$ cat src/logic/rtc_pkg.sv
package rtc_pkg;

  // ----------------------------------------------------------------
  // Timing
  // ----------------------------------------------------------------
  localparam int          CLK_PERIOD_NS = 50;
  localparam int          RST_HOLD_NS   = 210_000_000;
  localparam logic [22:0] RST_HOLD_CYC  = 23'(RST_HOLD_NS / CLK_PERIOD_NS);
  // Oscillator considered dead after this long without an edge
  localparam int          OSC_FAIL_NS   = 100_000;
  localparam logic [11:0] OSC_FAIL_CYC  = 12'(OSC_FAIL_NS / CLK_PERIOD_NS);
  localparam logic [15:0] OSC_HZ        = 16'h8000;
  localparam logic [15:0] HUND_PER_SEC  = 16'h0064;

  // ----------------------------------------------------------------
  // Register offsets
  // ----------------------------------------------------------------
  localparam logic [4:0] A_FRAC    = 5'h00;
  localparam logic [4:0] A_SEC     = 5'h01;
  localparam logic [4:0] A_MIN     = 5'h02;
  localparam logic [4:0] A_HOUR    = 5'h03;
  localparam logic [4:0] A_DOW     = 5'h04;
  localparam logic [4:0] A_DATE    = 5'h05;
  localparam logic [4:0] A_MONTH   = 5'h06;
  localparam logic [4:0] A_YEAR    = 5'h07;
  localparam logic [4:0] A_CLK_END = 5'h08;
  localparam logic [4:0] A_WDOG    = 5'h09;
  localparam logic [4:0] A_FREEZE  = 5'h0c;
  localparam logic [4:0] A_FLAGS   = 5'h0f;

  // ----------------------------------------------------------------
  // Field positions and reset values
  // ----------------------------------------------------------------
  localparam int OSC_HALT_BIT    = 7;
  localparam int CENTURY_LO_BIT  = 6;
  localparam int CENTURY_HI_BIT  = 7;
  localparam int OSC_FAIL_IRQ_EN_BIT        = 7;
  localparam int FREEZE_BIT      = 6;
  localparam int OF_BIT          = 2;
  localparam logic [63:0] CLK_RST = 64'h0001_0101_0000_0000;
  localparam logic [7:0]  REG_RST = 8'h00;

  // ----------------------------------------------------------------
  // Types
  // ----------------------------------------------------------------
  typedef logic [7:0][7:0] rtc_tbytes_t;

  typedef enum logic [2:0] {
    SP_WAIT_HI,
    SP_IDLE,
    SP_HDR,
    SP_WR,
    SP_FETCH,
    SP_LOAD,
    SP_RD
  } rtc_spi_e;

  typedef struct packed {
    logic       we;
    logic [4:0] waddr;
    logic [7:0] wdata;
  } rtc_mem_req_s;

endpackage

$ cat src/logic/rtc_sync.sv
`timescale 1ns/100ps
module rtc_sync #(
  parameter int             W       = 1,
  parameter logic [W-1:0]   RST_VAL = '0
) (
  input  wire logic         sys_clk,
  input  wire logic         rstn,
  input  wire logic [W-1:0] din,
  output logic      [W-1:0] dout
);

  typedef struct packed {
    logic [W-1:0] s1;
    logic [W-1:0] s2;
  } rtc_sync_st_s;

  rtc_sync_st_s st_ff;
  rtc_sync_st_s nxt_st;

  // First stage feeds only the second stage
  always_comb begin
    nxt_st.s1 = din;
    nxt_st.s2 = st_ff.s1;
  end

  always_ff @(posedge sys_clk) begin
    if (!rstn) begin
      st_ff <= {RST_VAL, RST_VAL};
    end else begin
      st_ff <= nxt_st;
    end
  end

  assign dout = st_ff.s2;

endmodule

$ cat src/logic/rtc_regmem.sv
`timescale 1ns/100ps
module rtc_regmem #(
  parameter int AW = 5,
  parameter int DW = 8
) (
  input  wire logic                 sys_clk,
  input  wire logic                 rstn,
  input  rtc_pkg::rtc_mem_req_s     req,
  input  wire logic [AW-1:0]        raddr,
  output logic      [DW-1:0]        rdata
);

  typedef struct packed {
    logic [(1<<AW)-1:0][DW-1:0] mem;
    logic [DW-1:0]              rd;
  } rtc_mem_st_s;

  rtc_mem_st_s st_ff;
  rtc_mem_st_s nxt_st;

  always_comb begin
    nxt_st    = st_ff;
    nxt_st.rd = st_ff.mem[raddr];
    if (req.we) begin
      nxt_st.mem[req.waddr] = req.wdata;
    end
  end

  always_ff @(posedge sys_clk) begin
    if (!rstn) begin
      st_ff <= '0;
    end else begin
      st_ff <= nxt_st;
    end
  end

  assign rdata = st_ff.rd;

endmodule

$ cat src/logic/rtc_access_port.sv
// Behaviour
// - Modes 0 and 3 only: sample input on rising, shift output on falling edge.
// - One serial clock per bit; header and data move in eight-bit groups.
// - Address bit 6 is ignored when decoding a register.
// - Header, address and data travel most significant bit first both ways.
// - First bit after select: 1 means writes, 0 means reads.
// - Bits two to eight form the seven-bit start address.
// - Pointer increments after each data byte; raising select ends the transfer.
// - Pointer wraps from 3Fh back to 00h.
// - Clock copy to user registers pauses while address is 00h-07h.
// - Below supply threshold serial inputs are ignored and writes blocked.
// - Reset output low on supply fail and held 210ms after return.
// - Reset hold affects only the reset pin, not access or timekeeping.
// - Timekeeping derives from the 32.768kHz oscillator.
// - Eight BCD clock registers: fraction, seconds, minutes, hours first.
// - Stop bit in 01h D7 halts oscillator; clearing restarts it.
// - Century bits in 03h D7:D6, weekday in 04h, date/month/year after.
// - Oscillator-fail enable in 09h D7 routes the fail flag to interrupt.
// - Any clock register write reloads system clock and resets divider.
// - Power failure sets freeze bit, halting user updates until cleared.
// - Deselected output is high impedance; needs select fall after power-on.
// - Read output stays released until a full byte is ready.
// - Supply fail aborts the access and clears the address pointer.
`timescale 1ns/100ps
module rtc_access_port #(
  parameter logic [22:0] RST_HOLD_CYC = rtc_pkg::RST_HOLD_CYC
) (
  input  wire logic sys_clk,
  input  wire logic rstn,
  input  wire logic osc_32k,
  input  wire logic supply_ok,
  input  wire logic cs_n,
  input  wire logic sclk,
  input  wire logic serial_in,
  output logic      serial_out,
  output logic      serial_out_oe,
  output logic      irq_out,
  output logic      irq_oe,
  output logic      rst_pin_out,
  output logic      rst_pin_oe
);

  // ----------------------------------------------------------------
  // State
  // ----------------------------------------------------------------
  typedef struct packed {
    rtc_pkg::rtc_spi_e    state;
    logic                 sclk_q;
    logic                 supply_q;
    logic                 osc_q;
    logic [2:0]           bitcnt;
    logic [7:0]           sr_in;
    logic [5:0]           ptr;
    logic [7:0]           sr_out;
    logic                 so;
    logic                 so_oe;
    rtc_pkg::rtc_tbytes_t sys;
    rtc_pkg::rtc_tbytes_t usr;
    logic [15:0]          acc;
    logic [11:0]          osc_idle;
    logic                 of;
    logic                 osc_fail_irq_en;
    logic                 ht;
    logic [22:0]          hold;
    logic                 rst_oe;
    logic                 irq_oe;
  } rtc_port_st_s;

  rtc_port_st_s          st_ff;
  rtc_port_st_s          nxt_st;
  rtc_pkg::rtc_mem_req_s mreq;
  logic [7:0]            mem_rdata;
  logic [4:0]            pins_sync;
  logic                  s_osc;
  logic                  s_supply;
  logic                  s_cs_n;
  logic                  s_sclk;
  logic                  s_sdi;

  // ----------------------------------------------------------------
  // Pin synchronisers and register storage
  // ----------------------------------------------------------------
  rtc_sync #(
    .W       (5),
    .RST_VAL (5'h04)
  ) u_sync (
    .sys_clk (sys_clk),
    .rstn    (rstn),
    .din     ({osc_32k, supply_ok, cs_n, sclk, serial_in}),
    .dout    (pins_sync)
  );

  assign s_osc    = pins_sync[4];
  assign s_supply = pins_sync[3];
  assign s_cs_n   = pins_sync[2];
  assign s_sclk   = pins_sync[1];
  assign s_sdi    = pins_sync[0];

  rtc_regmem #(
    .AW (5),
    .DW (8)
  ) u_mem (
    .sys_clk (sys_clk),
    .rstn    (rstn),
    .req     (mreq),
    .raddr   (st_ff.ptr[4:0]),
    .rdata   (mem_rdata)
  );

  // ----------------------------------------------------------------
  // Calendar helpers
  // ----------------------------------------------------------------
  function automatic logic [8:0] bcd_inc(input logic [7:0] v, input logic [7:0] first,
                                         input logic [7:0] last);
    logic [7:0] r;
    r = 8'h00;
    if (v == last) begin
      return {1'b1, first};
    end
    if (v[3:0] == 4'h9) begin
      r = {v[7:4] + 4'h1, 4'h0};
    end else begin
      r = {v[7:4], v[3:0] + 4'h1};
    end
    return {1'b0, r};
  endfunction

  function automatic logic [7:0] month_last(input logic [7:0] mon, input logic [7:0] yr);
    logic leap;
    leap = yr[4] ? (yr[3:0] == 4'h2 || yr[3:0] == 4'h6)
                 : (yr[3:0] == 4'h0 || yr[3:0] == 4'h4 || yr[3:0] == 4'h8);
    case (mon)
      8'h02:                      return leap ? 8'h29 : 8'h28;
      8'h04, 8'h06, 8'h09, 8'h11: return 8'h30;
      default:                    return 8'h31;
    endcase
  endfunction

  // One hundredth-second step through the BCD calendar
  function automatic rtc_pkg::rtc_tbytes_t tick(input rtc_pkg::rtc_tbytes_t t);
    rtc_pkg::rtc_tbytes_t n;
    logic [8:0]           c;
    logic [1:0]           cen;
    logic [7:0]           hr;
    n   = t;
    cen = {t[rtc_pkg::A_HOUR[2:0]][rtc_pkg::CENTURY_HI_BIT], t[rtc_pkg::A_HOUR[2:0]][rtc_pkg::CENTURY_LO_BIT]};
    c   = bcd_inc(t[rtc_pkg::A_FRAC[2:0]], 8'h00, 8'h99);
    n[rtc_pkg::A_FRAC[2:0]] = c[7:0];
    if (c[8]) begin
      c = bcd_inc({1'b0, t[rtc_pkg::A_SEC[2:0]][6:0]}, 8'h00, 8'h59);
      n[rtc_pkg::A_SEC[2:0]] = {t[rtc_pkg::A_SEC[2:0]][rtc_pkg::OSC_HALT_BIT], c[6:0]};
      if (c[8]) begin
        c = bcd_inc({1'b0, t[rtc_pkg::A_MIN[2:0]][6:0]}, 8'h00, 8'h59);
        n[rtc_pkg::A_MIN[2:0]] = {1'b0, c[6:0]};
        if (c[8]) begin
          c  = bcd_inc({2'b00, t[rtc_pkg::A_HOUR[2:0]][5:0]}, 8'h00, 8'h23);
          hr = c[7:0];
          if (c[8]) begin
            n[rtc_pkg::A_DOW[2:0]] = (t[rtc_pkg::A_DOW[2:0]][2:0] == 3'h7) ? 8'h01
                                   : {5'h00, t[rtc_pkg::A_DOW[2:0]][2:0] + 3'h1};
            c = bcd_inc({2'b00, t[rtc_pkg::A_DATE[2:0]][5:0]}, 8'h01,
                        month_last(t[rtc_pkg::A_MONTH[2:0]], t[rtc_pkg::A_YEAR[2:0]]));
            n[rtc_pkg::A_DATE[2:0]] = c[7:0];
            if (c[8]) begin
              c = bcd_inc({3'b000, t[rtc_pkg::A_MONTH[2:0]][4:0]}, 8'h01, 8'h12);
              n[rtc_pkg::A_MONTH[2:0]] = c[7:0];
              if (c[8]) begin
                c = bcd_inc(t[rtc_pkg::A_YEAR[2:0]], 8'h00, 8'h99);
                n[rtc_pkg::A_YEAR[2:0]] = c[7:0];
                if (c[8]) begin
                  cen = cen + 2'h1;
                end
              end
            end
          end
          n[rtc_pkg::A_HOUR[2:0]] = {cen, hr[5:0]};
        end
      end
    end
    return n;
  endfunction

  // ----------------------------------------------------------------
  // Next state
  // ----------------------------------------------------------------
  always_comb begin
    logic       sclk_rise;
    logic       sclk_fall;
    logic       osc_edge;
    logic       clk_addr;
    logic [7:0] byte_in;
    logic [7:0] rd_byte;
    logic [16:0] acc_sum;
    sclk_rise = 1'b0;
    sclk_fall = 1'b0;
    osc_edge  = 1'b0;
    clk_addr  = 1'b0;
    byte_in   = 8'h00;
    rd_byte   = 8'h00;
    acc_sum   = 17'h00000;
    nxt_st    = st_ff;
    mreq      = '0;

    sclk_rise = s_sclk & ~st_ff.sclk_q;
    sclk_fall = ~s_sclk & st_ff.sclk_q;
    // A stopped oscillator gives no edges, which also feeds fail detection
    osc_edge  = s_osc & ~st_ff.osc_q & ~st_ff.sys[rtc_pkg::A_SEC[2:0]][rtc_pkg::OSC_HALT_BIT];
    clk_addr  = st_ff.ptr[4:0] < rtc_pkg::A_CLK_END;
    byte_in   = {st_ff.sr_in[6:0], s_sdi};
    nxt_st.sclk_q   = s_sclk;
    nxt_st.osc_q    = s_osc;
    nxt_st.supply_q = s_supply;

    // Divider: 100 hundredths per 32768 oscillator edges, error spread evenly
    if (osc_edge) begin
      acc_sum = {1'b0, st_ff.acc} + {1'b0, rtc_pkg::HUND_PER_SEC};
      if (acc_sum >= {1'b0, rtc_pkg::OSC_HZ}) begin
        nxt_st.acc = 16'(acc_sum - {1'b0, rtc_pkg::OSC_HZ});
        nxt_st.sys = tick(st_ff.sys);
      end else begin
        nxt_st.acc = acc_sum[15:0];
      end
    end

    if (osc_edge) begin
      nxt_st.osc_idle = 12'h000;
    end else if (st_ff.osc_idle != rtc_pkg::OSC_FAIL_CYC) begin
      nxt_st.osc_idle = st_ff.osc_idle + 12'h001;
    end

    // User copy follows system copy unless accessed or frozen
    if (!(st_ff.state inside {rtc_pkg::SP_WR, rtc_pkg::SP_FETCH, rtc_pkg::SP_LOAD, rtc_pkg::SP_RD}
          && clk_addr) && !st_ff.ht) begin
      nxt_st.usr = st_ff.sys;
    end

    // Reset pin hold; access itself is never gated by it
    if (!s_supply) begin
      nxt_st.hold   = 23'h000000;
      nxt_st.rst_oe = 1'b1;
    end else if (st_ff.hold != RST_HOLD_CYC) begin
      nxt_st.hold   = st_ff.hold + 23'h000001;
      nxt_st.rst_oe = 1'b1;
    end else begin
      nxt_st.rst_oe = 1'b0;
    end

    // Serial port
    if (!s_supply) begin
      nxt_st.state  = rtc_pkg::SP_WAIT_HI;
      nxt_st.ptr    = 6'h00;
      nxt_st.bitcnt = 3'h0;
      nxt_st.so_oe  = 1'b0;
    end else if (s_cs_n) begin
      nxt_st.state  = rtc_pkg::SP_IDLE;
      nxt_st.bitcnt = 3'h0;
      nxt_st.so_oe  = 1'b0;
    end else begin
      unique case (st_ff.state)
        rtc_pkg::SP_WAIT_HI: begin
          // Select was already low: wait for a real falling edge
          nxt_st.state = rtc_pkg::SP_WAIT_HI;
        end
        rtc_pkg::SP_IDLE: begin
          nxt_st.state  = rtc_pkg::SP_HDR;
          nxt_st.bitcnt = 3'h0;
        end
        rtc_pkg::SP_HDR: begin
          if (sclk_rise) begin
            nxt_st.sr_in  = byte_in;
            nxt_st.bitcnt = st_ff.bitcnt + 3'h1;
            if (st_ff.bitcnt == 3'h7) begin
              nxt_st.ptr   = byte_in[5:0];
              nxt_st.state = byte_in[7] ? rtc_pkg::SP_WR : rtc_pkg::SP_FETCH;
            end
          end
        end
        rtc_pkg::SP_WR: begin
          if (sclk_rise) begin
            nxt_st.sr_in  = byte_in;
            nxt_st.bitcnt = st_ff.bitcnt + 3'h1;
            if (st_ff.bitcnt == 3'h7) begin
              nxt_st.ptr = st_ff.ptr + 6'h01;
              if (clk_addr) begin
                nxt_st.usr[st_ff.ptr[2:0]] = byte_in;
                nxt_st.sys = st_ff.usr;
                nxt_st.sys[st_ff.ptr[2:0]] = byte_in;
                nxt_st.acc = 16'h0000;
              end else begin
                mreq.we    = 1'b1;
                mreq.waddr = st_ff.ptr[4:0];
                mreq.wdata = byte_in;
                if (st_ff.ptr[4:0] == rtc_pkg::A_WDOG) begin
                  nxt_st.osc_fail_irq_en = byte_in[rtc_pkg::OSC_FAIL_IRQ_EN_BIT];
                end
                if (st_ff.ptr[4:0] == rtc_pkg::A_FREEZE) begin
                  nxt_st.ht = byte_in[rtc_pkg::FREEZE_BIT];
                end
                if (st_ff.ptr[4:0] == rtc_pkg::A_FLAGS) begin
                  nxt_st.of = byte_in[rtc_pkg::OF_BIT];
                end
              end
            end
          end
        end
        rtc_pkg::SP_FETCH: begin
          nxt_st.state = rtc_pkg::SP_LOAD;
        end
        rtc_pkg::SP_LOAD: begin
          rd_byte = mem_rdata;
          if (clk_addr) begin
            rd_byte = st_ff.usr[st_ff.ptr[2:0]];
          end else if (st_ff.ptr[4:0] == rtc_pkg::A_FREEZE) begin
            rd_byte[rtc_pkg::FREEZE_BIT] = st_ff.ht;
          end else if (st_ff.ptr[4:0] == rtc_pkg::A_FLAGS) begin
            rd_byte[rtc_pkg::OF_BIT] = st_ff.of;
          end
          nxt_st.sr_out = rd_byte;
          nxt_st.ptr    = st_ff.ptr + 6'h01;
          nxt_st.state  = rtc_pkg::SP_RD;
        end
        rtc_pkg::SP_RD: begin
          if (sclk_fall) begin
            nxt_st.so     = st_ff.sr_out[7];
            nxt_st.sr_out = {st_ff.sr_out[6:0], 1'b0};
            nxt_st.so_oe  = 1'b1;
          end
          if (sclk_rise) begin
            nxt_st.bitcnt = st_ff.bitcnt + 3'h1;
            if (st_ff.bitcnt == 3'h7) begin
              nxt_st.state = rtc_pkg::SP_FETCH;
            end
          end
        end
      endcase
    end

    // Hardware events win over a same-cycle software clear
    if (st_ff.supply_q && !s_supply) begin
      nxt_st.ht = 1'b1;
    end
    if (st_ff.osc_idle == rtc_pkg::OSC_FAIL_CYC) begin
      nxt_st.of = 1'b1;
    end
    nxt_st.irq_oe = nxt_st.of & nxt_st.osc_fail_irq_en;
  end

  always_ff @(posedge sys_clk) begin
    if (!rstn) begin
      st_ff       <= '0;
      st_ff.state <= rtc_pkg::SP_WAIT_HI;
      st_ff.sys   <= rtc_pkg::CLK_RST;
      st_ff.usr   <= rtc_pkg::CLK_RST;
      st_ff.rst_oe <= 1'b1;
    end else begin
      st_ff <= nxt_st;
    end
  end

  // ----------------------------------------------------------------
  // Outputs
  // ----------------------------------------------------------------
  assign serial_out    = st_ff.so;
  assign serial_out_oe = st_ff.so_oe;
  assign irq_out       = 1'b0;
  assign irq_oe        = st_ff.irq_oe;
  assign rst_pin_out   = 1'b0;
  assign rst_pin_oe    = st_ff.rst_oe;

endmodule

$ cat config.mk
export PLATFORM = sky130hd
export DESIGN_NAME = rtc_access_port
export DESIGN_NICKNAME = d
export VERILOG_FILES = /design/src/logic/rtc_pkg.sv /design/src/logic/rtc_sync.sv /design/src/logic/rtc_regmem.sv /design/src/logic/rtc_access_port.sv
export SDC_FILE = /design/constraint.sdc
export NUM_CORES = 1
export LEC_CHECK = 0
export BUFFER_PORTS_ARGS = -buffer_cell sky130_fd_sc_hd__buf_2
export CAP_MARGIN = 10
export CORE_UTILIZATION = 45
export CTS_CLUSTER_SIZE = 12
export DETAILED_ROUTE_END_ITERATION = 7
export HOLD_SLACK_MARGIN = 0.1
export SYNTH_ARGS = -nofsm -noshare
export SYNTH_HDL_FRONTEND = slang
export SYNTH_SLANG_ARGS = --single-unit
$ cat constraint.sdc
create_clock -name sys_clk -period 2.87 [get_ports sys_clk]
set_input_delay 0.287 -clock sys_clk [delete_from_list [all_inputs] [get_ports sys_clk]]
set_output_delay 0.287 -clock sys_clk [all_outputs]
set_load 0.05 [all_outputs]
* Word-level counts from Yosys, hierarchy flattened
Cells that the tools add are included.
Word-level totals: bits in registers 490, input bits 7, output and inout bits 6, word-level logic and storage cells 382
Cells by class: $add $sub $neg 22, magnitude comparators 7, equal/unequal tests 50, multiplexer cells 183, bitwise gates (word level) 12, reduce and logical (&&, ||, !) cells 38
Operators by type and width (count):
- $mux 144 | 6
- $mux 9 | 49
- $bwmux 256 | 1
- $mux 64 | 3
- $bwmux 64 | 2
- $mux 8 | 15
- $mux 14 | 6
- $mux 1 | 57
- $mux 56 | 1
- $mux 16 | 3
- $mux 48 | 1
- $mux 3 | 14
- $bmux 8 s5 | 1
- $demux 8 s5 | 1
- $mux 40 | 1
- $add 4x1->4 const B | 9
- $mux 17 | 2
- $eq 4x4->1 const B | 8
- $mux 32 | 1
- $bmux 8 s3 | 1
- $demux 8 s3 | 1
- $add 23x1->23 const B | 1
- $ne 23x23->1 const B | 1
- $mux 6 | 3
- 65 further kinds | 124

* Longest topological paths before layout
Gate-level depths: netlist of run 1.
depth after elaboration 102, gate-level depth with buffers 12, gate-level depth less buffers 8

* By module
A second synthesis of run 1 with hierarchy kept.
Second synthesis, totals: cell total of the unflattened synthesis 2841, area, all modules 24576.1 um2
Modules (own cells, without submodules):
- rtc_regmem | times used 1, cells an instance 1360, area each 12335.6 um2, sequential area each 5285.1 um2
- rtc_access_port | times used 1, cells an instance 1461, area each 11977.7 um2, sequential area each 4264.1 um2
- rtc_sync | times used 1, cells an instance 20, area each 262.8 um2, sequential area each 200.2 um2

* Worst setup path before layout of run 1
Ideal clock, no wire load.
path type register to register, from register st_ff[196] (netlist bit), to register st_ff[188] (netlist bit), setup time 0.127 ns, arrival time 2.333 ns, data required time 2.743 ns, slack 0.409 ns, stages on the path, launching flop included 13, path buffers 5, period minus slack after synthesis 2.461 ns, cells stage by stage dfxtp_1 > buf_2 > buf_1 > buf_2 > buf_2 > clkbuf_1 > and3_1 > ha_1 > nand2_1 > nand2_1 > nand3_1 > a32oi_1 > a21oi_1
On the way: cells in the longest elaborated chain, start to end 5, elaborated cells between the ends (all ways) 9, classes of those cells order compare: 1; eq/ne: 2; mux: 6
Ends and longest elaborated chain:
- from (decl) | RTL line rtc_access_port.sv:69 | rtc_port_st_s st_ff;
- from (signal assigned) | RTL line rtc_access_port.sv:356 | st_ff <= nxt_st;
- $eq 5x4->1 | RTL line rtc_access_port.sv:315 | end else if (st_ff.ptr[4:0] == rtc_pkg::A_FLAGS) begin
- $mux 1 | RTL line rtc_access_port.sv:315
- $mux 1 | RTL line rtc_access_port.sv:313 | end else if (st_ff.ptr[4:0] == rtc_pkg::A_FREEZE) begin
- $mux 1 (*) | RTL line rtc_access_port.sv:311 | if (clk_addr) begin
- $pmux 8 s2 (*) | RTL line rtc_access_port.sv:259 | unique case (st_ff.state)
Every way passes the cells marked *; elsewhere a longest branch is shown, timed or not. The select of a mux whose other input is x is not followed. A chain may end at the register's enable or synchronous reset.

* Final worst setup path of run 1
from register st_ff[124] (netlist bit), to register st_ff[168] (netlist bit)
On the way: cells in the longest elaborated chain, start to end 16
Ends and longest elaborated chain:
- $eq 8x8->1 (*) | RTL line rtc_access_port.sv:117 | if (v == last) begin
- $mux 1 (*) | RTL line rtc_access_port.sv:117
- $mux 1 (*) | RTL line rtc_access_port.sv:217 | if (acc_sum >= {1'b0, rtc_pkg::OSC_HZ}) begin
- $mux 1 (*) | RTL line rtc_access_port.sv:215 | if (osc_edge) begin
- $mux 9 (*) | RTL line rtc_access_port.sv:120 | if (v[3:0] == 4'h9) begin
- $mux 9 (*) | RTL line rtc_access_port.sv:217
- $mux 9 (*) | RTL line rtc_access_port.sv:215
- $mux 56 (*) | RTL line rtc_access_port.sv:149 | if (c[8]) begin
- $mux 64 (*) | RTL line rtc_access_port.sv:217
- $mux 64 (*) | RTL line rtc_access_port.sv:215
- $mux 144 | RTL line rtc_access_port.sv:284 | if (clk_addr) begin
- $mux 144 | RTL line rtc_access_port.sv:282 | if (st_ff.bitcnt == 3'h7) begin
- $mux 144 | RTL line rtc_access_port.sv:279 | if (sclk_rise) begin
- $mux 144 | RTL line rtc_access_port.sv:259
- $mux 144 | RTL line rtc_access_port.sv:254 | end else if (s_cs_n) begin
- $mux 144 (*) | RTL line rtc_access_port.sv:249 | if (!s_supply) begin
Marks and branches as above.

==> results.cfg, run 1 <==
[run_status]
status = completed

[power]
power.switching_mw = 3.035
p_sw_share_pct = 22.03
irDropWorstVdd_v = 0.0004044
pwr-share-seq_pct = 49.3
pwr_density_cell_nw_per_um2 = 522.7
power.share.clock_pct = 48.9
internal_power_mw = 10.74
share_comb_of_total_power_pct = 1.8
p_leak_nw = 10.06

[detailed_routing]
drt_iter0_markers = 2018
wl_per_cell_um = 21.93
via_count = 20220
wirelength_um = 74050
drc = 0
dr.pass1.iters = 5
ant_nets = 0
via_per_inst = 5.989

[die]
ios = 13
die_h_um = 229.6
start_util_pct = 45.51
core-area_um2 = 51200
die_w_um = 229.6
num_rows = 83
dieArea_um2 = 52700

[global_routing]
grt_antenna_before_repair = 1
grt_max_degree = 134
grtUsageTotal_pct = 27.86
grt_pass1_vias = 19131
gr-total-overflow = 0
grt_first_pass_wirelength_um = 115500

[synthesis]
syn_area_um2 = 23300
synth_top_family_by_area = simple AND/OR/NAND/NOR gates
synth_area_leader_cell = dfxtp_1
synth_common_cells = dfxtp_1 (487), nor2_1 (322), nand2_1 (242), mux2i_1 (232), a21oi_1 (162)
yosysSeqAreaShare_pct = 41.84
synth_cell_types = 92
post_synth_fa_ha_maj_area_fraction_pct = 1.611
synth.avg_cell_area_um2 = 8.764
synth_xor_area_share_pct = 1.691
synth_compound_area_share_pct = 16.91
yosysTopAreaCellShare_pct = 41.84
synth_area_leaders = dfxtp_1 (42%), mux2i_1 (10%), nor2_1 (5.2%)
async_flop_share_pct = 0
ys_ff_latch = 487
syn_inst = 2659
ys.flop_type = dfxtp_1
yosysMostFrequentCell = dfxtp_1
yosys_warnings = 0
synth_edf_count = 0
synth_mux_area_share_pct = 14.04
synthSimpleGateAreaFrac_pct = 19.43

[timing]
rsz0062_at_grt = no
slew_headroom_pct = 37.25
hold_violations = 0
worst_pin_slew_ps = 937.8
slew_viol_final = 0
finClkSkew_ps = 33.81
finalSetupViolCount = 0
fmax_ghz = 0.3592
period_needed_ps = 2784
period_share_pct = 97.00

[critical_path]
crit_buf_inv = 1
critPathTopFamily = simple AND/OR/NAND/NOR gates
worstSetupEndpointType = flip-flop
crit_chain = ha_1 > and3b_1 > and2_1 > nand4_1 > or2_1 > buf_4 > nor2_1 > a211oi_1
critPathMaxFanout = 12
worstPathRequired_ps = 3340
reg2reg_depth = 8
critPathMaxStageDelay_ps = 440
cp.arrival_ps = 3250
critical-path-slowest-cell = dfxtp_1
worstSetupPathType = flip-flop to flip-flop
cp.depth = 8
cp-start-kind = flip-flop

[clocking]
path_clk_slew_ps = 60
cts_tree = built
clock_latency_ps = 620
clkSinkCount = 487
cts_buffer_depth = 3
root_buffer = clkbuf_16
cts_buffers = 53
cts_max_level = 2

[placement]
port_buffers = 10
placed_cell_area_um2 = 24580
dp_cells = 3278
place_congestion = 0.8967
hpwl_um = 49650

[final_layout]
layout.cells.non_filler = 3376
drive_gt1_share_pct = 13.02
design_area_um2 = 26350
diodes = 0
nNetsFinal = 2695
fillCellCount = 4763
syn_to_final_growth_pct = 13.09
seq_area_um2 = 9758
multi_input_area_um2 = 12580

[run]
maxCapViolations = 0

[worst_hold_path]
whs_path_depth = 3
hold_class = input port to flip-flop
cells in the final DEF, fill, tap and decap left out, drive strengths merged, types with 18 or more instances in the layout:
cell type    n
a22oi       28
xnor2       18
nor3        19
dfxtp      487
xor2        27
and2        96
inv         29
mux2        57
nand4       31
a31oi       29
a221oi      46
ha          30
nor2b       22
buf        164
nand2      242
nand3       73
a211oi      85
clkbuf      82
mux2i      233
nor2       330
a21oi      162
o21ai      129
or3         21
cell families after synthesis:
| kind of cell | Yosys count |
|---|---|
| xor gates and xnor gates | 45 |
| muxes | 303 |
| other | 1 |
| DFF | 487 |
| buffers and inverters | 254 |
| AOI/OAI and AO/OA | 600 |
| and+or+nand+nor | 939 |
| adders and majority gates | 30 |
registers in the layout, summed over array words and instances (netlist names):
register and flops:
u_mem.st_ff 256, serial_out_oe 1, u_mem.rdata 8, st_ff 209
irq_oe 1, u_sync.dout 5, u_sync.nxt_st 5, rst_pin_oe 1
serial_out 1
area by class of cell:
cell class / count / area share (%)
clock buffer: 82 / 6.068
clock inverter: 11 / 0.3514
inverter: 28 / 0.4273
multi-input combinational: 1919 / 47.74
sequential: 487 / 37.03
tap: 680 / 3.229
timing repair buffer: 169 / 5.156
power by group through the flow:
stage	Sequential, mW	Combinational [mW]	Clock (mW)
after floorplan	6.93	0.165	0
after global placement	6.94	0.236	0
after detailed placement	6.94	0.239	0
after CTS	6.79	0.245	6.84
after global routing	6.79	0.267	7.11
final	6.79	0.246	6.74
per-layer routing:
| layer | part of all wire, % | wire length (um) | global-route usage (%) | vias up |
|---|---|---|---|---|
| met1 | 45 | 33640 | 39.58 | 9917 |
| met5 | 0 | 0 | 0 | - |
| met2 | 45 | 33010 | 42.99 | 680 |
| li1 | - | - | - | 9514 |
| met3 | 7.5 | 5542 | 4.744 | 109 |
| met4 | 2.5 | 1848 | 8.188 | 0 |
per-stage QoR:
step / util, % / TNS (ps) / total power [mW] / hold slack (ps) / setup WS [ps]
after global placement: 48.00 / 0 / 7.176 / 418.2 / 33.54
after CTS: 51.41 / 0 / 13.87 / 145.6 / 102.8
after global routing: 51.47 / 0 / 14.16 / 173.9 / 7.244
after floorplan: - / 0 / 7.099 / 386.3 / 409.5
final: 51.47 / 0 / 13.78 / 142.6 / 85.99
after detailed placement: 48.00 / -24.80 / 7.179 / 421.6 / -24.80
final timing paths:
| check | slack (ps) | to | startpoint |
|---|---|---|---|
| setup / recovery | 90 | st_ff[168] | st_ff[124] |
| hold / removal | 140 | st_ff[143] | rstn |
| setup reg to reg | 90 | st_ff[168] | st_ff[124] |
| hold reg to reg | 430 | u_sync.dout[0] | u_sync.nxt_st[0] |
what timing repair did:
| item | in CTS | in global routing |
|---|---|---|
| hold buffers | 5 | 0 |
| setup endpoints to repair | 1 | 35 |
| pin swaps | 0 | 0 |
| buffers inserted | 0 | 0 |
| endpoints found under the hold margin | 5 | 0 |
| gates resized for setup | 1 | 8 |
worst reg2reg max path, cell delays in order, from the launching register on:
cell      delay, ps
dfxtp_1         440
ha_1            180
and3b_1         210
and2_1          290
nand4_1         310
or2_1           420
buf_4           240
nor2_1          430
a211oi_1        140
(Power assumes the default switching activity.)
==> run 2: changes to the inputs <==
--- a/config.mk
+++ b/config.mk
@@ -14,3 +14,4 @@
 export SYNTH_ARGS = -nofsm -noshare
 export SYNTH_HDL_FRONTEND = slang
 export SYNTH_SLANG_ARGS = --single-unit
+export TNS_END_PERCENT = 20
==> constraint.sdc (replaced) <==
create_clock -name sys_clk -period 2.87 [get_ports sys_clk]
set_input_delay 0.1435 -clock sys_clk [delete_from_list [all_inputs] [get_ports sys_clk]]
set_output_delay 0.1435 -clock sys_clk [all_outputs]
set_load 0.05 [all_outputs]
==> results.cfg, run 2 (same netlist as run 1, synthesis figures left out) <==
[detailed_routing]
top_layer = met5
dr.pass1.iters = 6
via_count = 20479
wirelength_um = 74630
wl_met1_um = 33700
wl_met3_um = 5843
drt_iter0_markers = 2037
via_per_inst = 6.064
dr_wl_met2_um = 32640
wl_per_cell_um = 22.10
ant_nets = 0
drc = 0

[placement]
dp_slack_ps = 15.51
place_congestion = 0.8958
port_buffers = 10
hpwl_um = 49570

[clocking]
clock_latency_ps = 620
cts_buffer_depth = 3
cts_tree = built
cts_max_level = 2
root_buffer = clkbuf_16
path_clk_slew_ps = 60
clkSinkCount = 487
cts_setup_buffers = 0
cts_buffers = 53

[final_layout]
diodes = 0
nNetsFinal = 2696
final_common_cell = dfxtp_1
regMostFlops = u_mem.st_ff
syn_to_final_growth_pct = 13.11
final_cell_mix = dfxtp_1 (484), nor2_1 (320), nand2_1 (240), mux2i_1 (232), a21oi_1 (161)
fillCellCount = 4758
largest_reg_flops = 256
drive_gt1_share_pct = 13.16

[critical_path]
worst-r2r-setup-slack_ps = 100
crit_buf_inv = 1
reg2reg_depth = 7
cp-start-kind = flip-flop
critPathMaxFanout = 28
worstSetupEndpointType = flip-flop
worstPathRequired_ps = 3340
cp.arrival_ps = 3240
critical-path-slowest-cell = a2111oi_0
critPathTopFamily = compound AO/OA/AOI/OAI gates
critPathMaxStageDelay_ps = 730
reg2reg_to = u_mem.rdata[1]
crit_chain = mux2_2 > a221oi_1 > nor2_1 > a2111oi_0 > buf_4 > a311o_1 > a21oi_1
r2r_start = st_ff[196]
worstSetupPathType = flip-flop to flip-flop

[power]
pwr_density_cell_nw_per_um2 = 522.6
power.share.clock_pct = 48.9
pwr-share-seq_pct = 49.3
p_leak_nw = 10.05
irDropWorstVdd_v = 0.0004150
power.switching_mw = 3.037
finalPower_mw = 13.77
p_sw_share_pct = 22.05
internal_power_mw = 10.74
share_comb_of_total_power_pct = 1.8

[global_routing]
grt_pass1_vias = 19352
grt_max_degree = 134
gr-total-overflow = 0
grtUsageTotal_pct = 28.07
grt_first_pass_wirelength_um = 115900
grt_antenna_before_repair = 1

[timing]
finClkSkew_ps = 19.43
period_share_pct = 96.45
hold_violations = 0
period_needed_ps = 2768
slew_headroom_pct = 32.60
fmax_ghz = 0.3613
worst_pin_slew_ps = 1007
layout_setup_ws_ps = 101.9
rsz0062_at_grt = yes
slew_viol_final = 0
finalSetupViolCount = 0

[run_status]
status = completed

[die]
core-area_um2 = 51200
dieArea_um2 = 52700
start_util_pct = 45.51
die_h_um = 229.6
ios = 13
die_w_um = 229.6
num_rows = 83

[worst_hold_path]
hold_class = input port to flip-flop
whs_path_depth = 3
hp-start = osc_32k
holdPathEnd = u_sync.nxt_st[4]

[run]
maxCapViolations = 0
run 2: worst max-delay path by stage:
| stage | cells past startpoint | to | slack [ps] | from |
|---|---|---|---|---|
| 3_5_place_dp | 7 | st_ff[168] | 20 | st_ff[208] |
| 3_3_place_gp | 7 | st_ff[168] | 30 | st_ff[208] |
| 6_report | 7 | u_mem.rdata[1] | 100 | st_ff[196] |
| 2_1_floorplan | 12 | st_ff[188] | 410 | st_ff[196] |
| 4_1_cts | 7 | st_ff[168] | 130 | st_ff[208] |
| 5_1_grt | 9 | u_mem.st_ff[119] | -20 | st_ff[208] |
run 2: power groups by stage:
stage               Clock, mW  Sequential (mW)  Combinational (mW)
floorplan                   0             6.93               0.165
finish                   6.74             6.79               0.247
global route             7.12             6.79               0.267
global placement            0             6.94               0.235
CTS                      6.84             6.79               0.246
detailed placement          0             6.94               0.238
run 2: layer usage:
layer  vias up  track usage [%]
li1       9504                -
met1     10016            39.75
met2       810            42.77
met3       147            4.706
met4         2            9.938
met5         -                0
run 2: layout make-up:
cell class | count | area, um^2 | share of cell area [%]
clock buffers | 82 | 1638 | 6.214
clock inverters | 11 | 63.81 | 0.2421
inverters | 28 | 112.6 | 0.4272
multi-input cells | 1919 | 12560 | 47.66
flip-flops and latches | 487 | 9758 | 37.02
well taps | 680 | 850.8 | 3.228
repair buffers | 170 | 1371 | 5.203
run 2: metrics by stage:
step / hold slack, ps / instances / setup TNS (ps) / area (um^2) / util, %
3_5_place_dp: 344.0 / 3277 / 0 / 24570 / 47.99
6_report: 275.4 / 3377 / 0 / 26360 / 51.48
4_1_cts: 244.1 / 3377 / 0 / 26340 / 51.45
5_1_grt: 302.8 / 3377 / -96.92 / 26360 / 51.48
3_3_place_gp: 340.8 / 3277 / 0 / 24570 / 47.99
2_1_floorplan: 245.0 / 2660 / 0 / 23310 / -
run 2: what timing repair did:
| item | 4_1_cts | 5_1_grt |
|---|---|---|
| setup endpoints to repair | 1 | 23 |
| hold buffers | 7 | 0 |
| resized for setup | 1 | 5 |
| endpoints found under the hold margin | 38 | 0 |
| pin swaps | 0 | 0 |
run 2: tightest hold or removal path, delay by kind of cell:
family / cells / cell delay, ps
buffers and inverters: 2 / 610
and+or+nand+nor: 1 / 100
==> run 3: changes to the inputs <==
--- a/config.mk
+++ b/config.mk
@@ -7,10 +7,11 @@
 export LEC_CHECK = 0
 export BUFFER_PORTS_ARGS = -buffer_cell sky130_fd_sc_hd__buf_2
 export CAP_MARGIN = 10
-export CORE_UTILIZATION = 45
+export CORE_UTILIZATION = 40
 export CTS_CLUSTER_SIZE = 12
 export DETAILED_ROUTE_END_ITERATION = 7
 export HOLD_SLACK_MARGIN = 0.1
+export SETUP_SLACK_MARGIN = 0.4
 export SYNTH_ARGS = -nofsm -noshare
 export SYNTH_HDL_FRONTEND = slang
 export SYNTH_SLANG_ARGS = --single-unit
==> results.cfg, run 3 (same netlist as run 1, synthesis figures left out) <==
[power]
pwr-share-seq_pct = 49.2
p_sw_share_pct = 22.47
share_comb_of_total_power_pct = 1.8
power.switching_mw = 3.104
power.share.clock_pct = 49.1
internal_power_mw = 10.71
pwr_density_cell_nw_per_um2 = 515.2
p_leak_nw = 10.22
irDropWorstVdd_v = 0.0003910

[timing]
fmax_ghz = 0.3939
setup_tns_ps = 0
layout_setup_ws_ps = 331.0
rsz0062_at_grt = yes
worst_pin_slew_ps = 1019
finClkSkew_ps = 41.87
slew_headroom_pct = 31.83
period_share_pct = 88.47
period_needed_ps = 2539
hold_violations = 0
whs_ps = 271.7
finalSetupViolCount = 0
slew_viol_final = 0

[critical_path]
worst-r2r-setup-slack_ps = 330
crit_chain = nand4_1 > o31ai_2 > o211a_4 > nand3_1 > o31a_1 > o311a_1
worstPathRequired_ps = 3370
critPathTopFamily = compound AO/OA/AOI/OAI gates
cp-start-kind = flip-flop
critical-path-slowest-cell = o31ai_2
worstSetupEndpointType = flip-flop
critPathMaxStageDelay_ps = 510
crit_buf_inv = 0
critPathMaxFanout = 12
cp.arrival_ps = 3040
worstSetupPathType = flip-flop to flip-flop

[die]
num_rows = 88
die_w_um = 243.4
ios = 13
dieArea_um2 = 59220
start_util_pct = 40.47
core-area_um2 = 57590
die_h_um = 243.4

[placement]
port_buffers = 10
hpwl_um = 49760
place_congestion = 0.9082
dp_cells = 3349
dp_slack_ps = 78.41

[global_routing]
grt_max_degree = 125
gr-total-overflow = 0
grtUsageMet1_pct = 34.47
grt_pass1_vias = 19460
grt_antenna_before_repair = 2
grtUsageTotal_pct = 24.95
busiest_layer = met2
met3_usage_pct = 4.693
grt_first_pass_wirelength_um = 116100
use_met2_pct = 38.75

[clocking]
root_buffer = clkbuf_16
path_clk_slew_ps = 60
clock_latency_ps = 630
cts_buffer_depth = 3
cts_max_level = 2
cts_tree = built
cts_buffers = 53
clkSinkCount = 487

[detailed_routing]
ant_nets = 0
via_per_inst = 5.919
drt_iter0_markers = 1928
wl_per_cell_um = 21.91
via_count = 20569
wirelength_um = 76120
drc = 0
dr.pass1.iters = 6

[final_layout]
nNetsFinal = 2708
final_cell_mix = dfxtp_1 (482), nor2_1 (318), nand2_1 (236), mux2i_1 (232), a21oi_1 (161)
regMostFlops = u_mem.st_ff
final_common_cell = dfxtp_1
layout.cells.non_filler = 3475
syn_to_final_growth_pct = 15.09
diodes = 0
fin_util_pct = 46.57
drive_gt1_share_pct = 14.21
largest_reg_flops = 256

[worst_hold_path]
hold_class = input port to flip-flop

[run_status]
status = completed

[run]
maxCapViolations = 0
==> run 3: cell types whose count changed in the layout (fill, tap and decap cells not counted), sizes merged <==
| cell | before | now |
|---|---|---|
| buf | 163 | 173 |
| clkbuf | 82 | 84 |
| clkinvlp | 2 | 0 |
| inv | 29 | 31 |
| bufinv | 0 | 1 |
==> run 3: final cells by class <==
type | count | area [um^2]
Fill cell | 5481 | 30770
Multi-Input combinational cell | 1919 | 12670
Sequential cell | 487 | 9766
Timing Repair Buffer | 182 | 1603
Clock buffer | 82 | 1575
Tap cell | 765 | 957.2
Clock inverter | 12 | 136.4
Inverter | 28 | 112.6
==> run 3: power by group through the flow <==
stage	logic, mW	clock network (mW)	registers, mW
6_report	0.242	6.78	6.79
5_1_grt	0.260	7.18	6.79
4_1_cts	0.239	6.88	6.79
3_5_place_dp	0.231	0	6.94
3_3_place_gp	0.228	0	6.94
2_1_floorplan	0.165	0	6.93
==> run 3: tightest hold or removal path, stage by stage <==
cell,delay [ps]
dlygate4sd3_1,520
buf_2,90
and2_1,110
==> run 3: metrics by stage <==
stage                     total power [mW]  area (um^2)
after detailed placement             7.172        24640
after floorplan                      7.099        23310
after CTS                            13.91        26660
final                                13.82        26820
after global routing                 14.22        26820
after global placement               7.169        24640
==> run 3: final timing paths <==
path | startpoint | to | cells past startpoint
setup / recovery | st_ff[47] | st_ff[176] | 6
hold / removal | supply_ok | u_sync.nxt_st[3] | 3
setup reg to reg | st_ff[47] | st_ff[176] | 6
hold reg to reg | u_sync.nxt_st[0] | u_sync.dout[0] | 1
==> run 3: what timing repair did <==
item / CTS / global route
pin swaps: 6 / 6
hold endpoints to repair: 27 / 0
cloned: 1 / 2
endpoints found under the setup margin: 231 / 265
resized for setup: 25 / 24
buffers inserted: 12 / 10
hold buffers: 7 / 0
==> run 3: layer usage <==
layer | up-vias | routed length (um)
met3 | 141 | 6249
met5 | - | 0
met2 | 863 | 33880
met4 | 0 | 2464
li1 | 9528 | -
met1 | 10037 | 33530
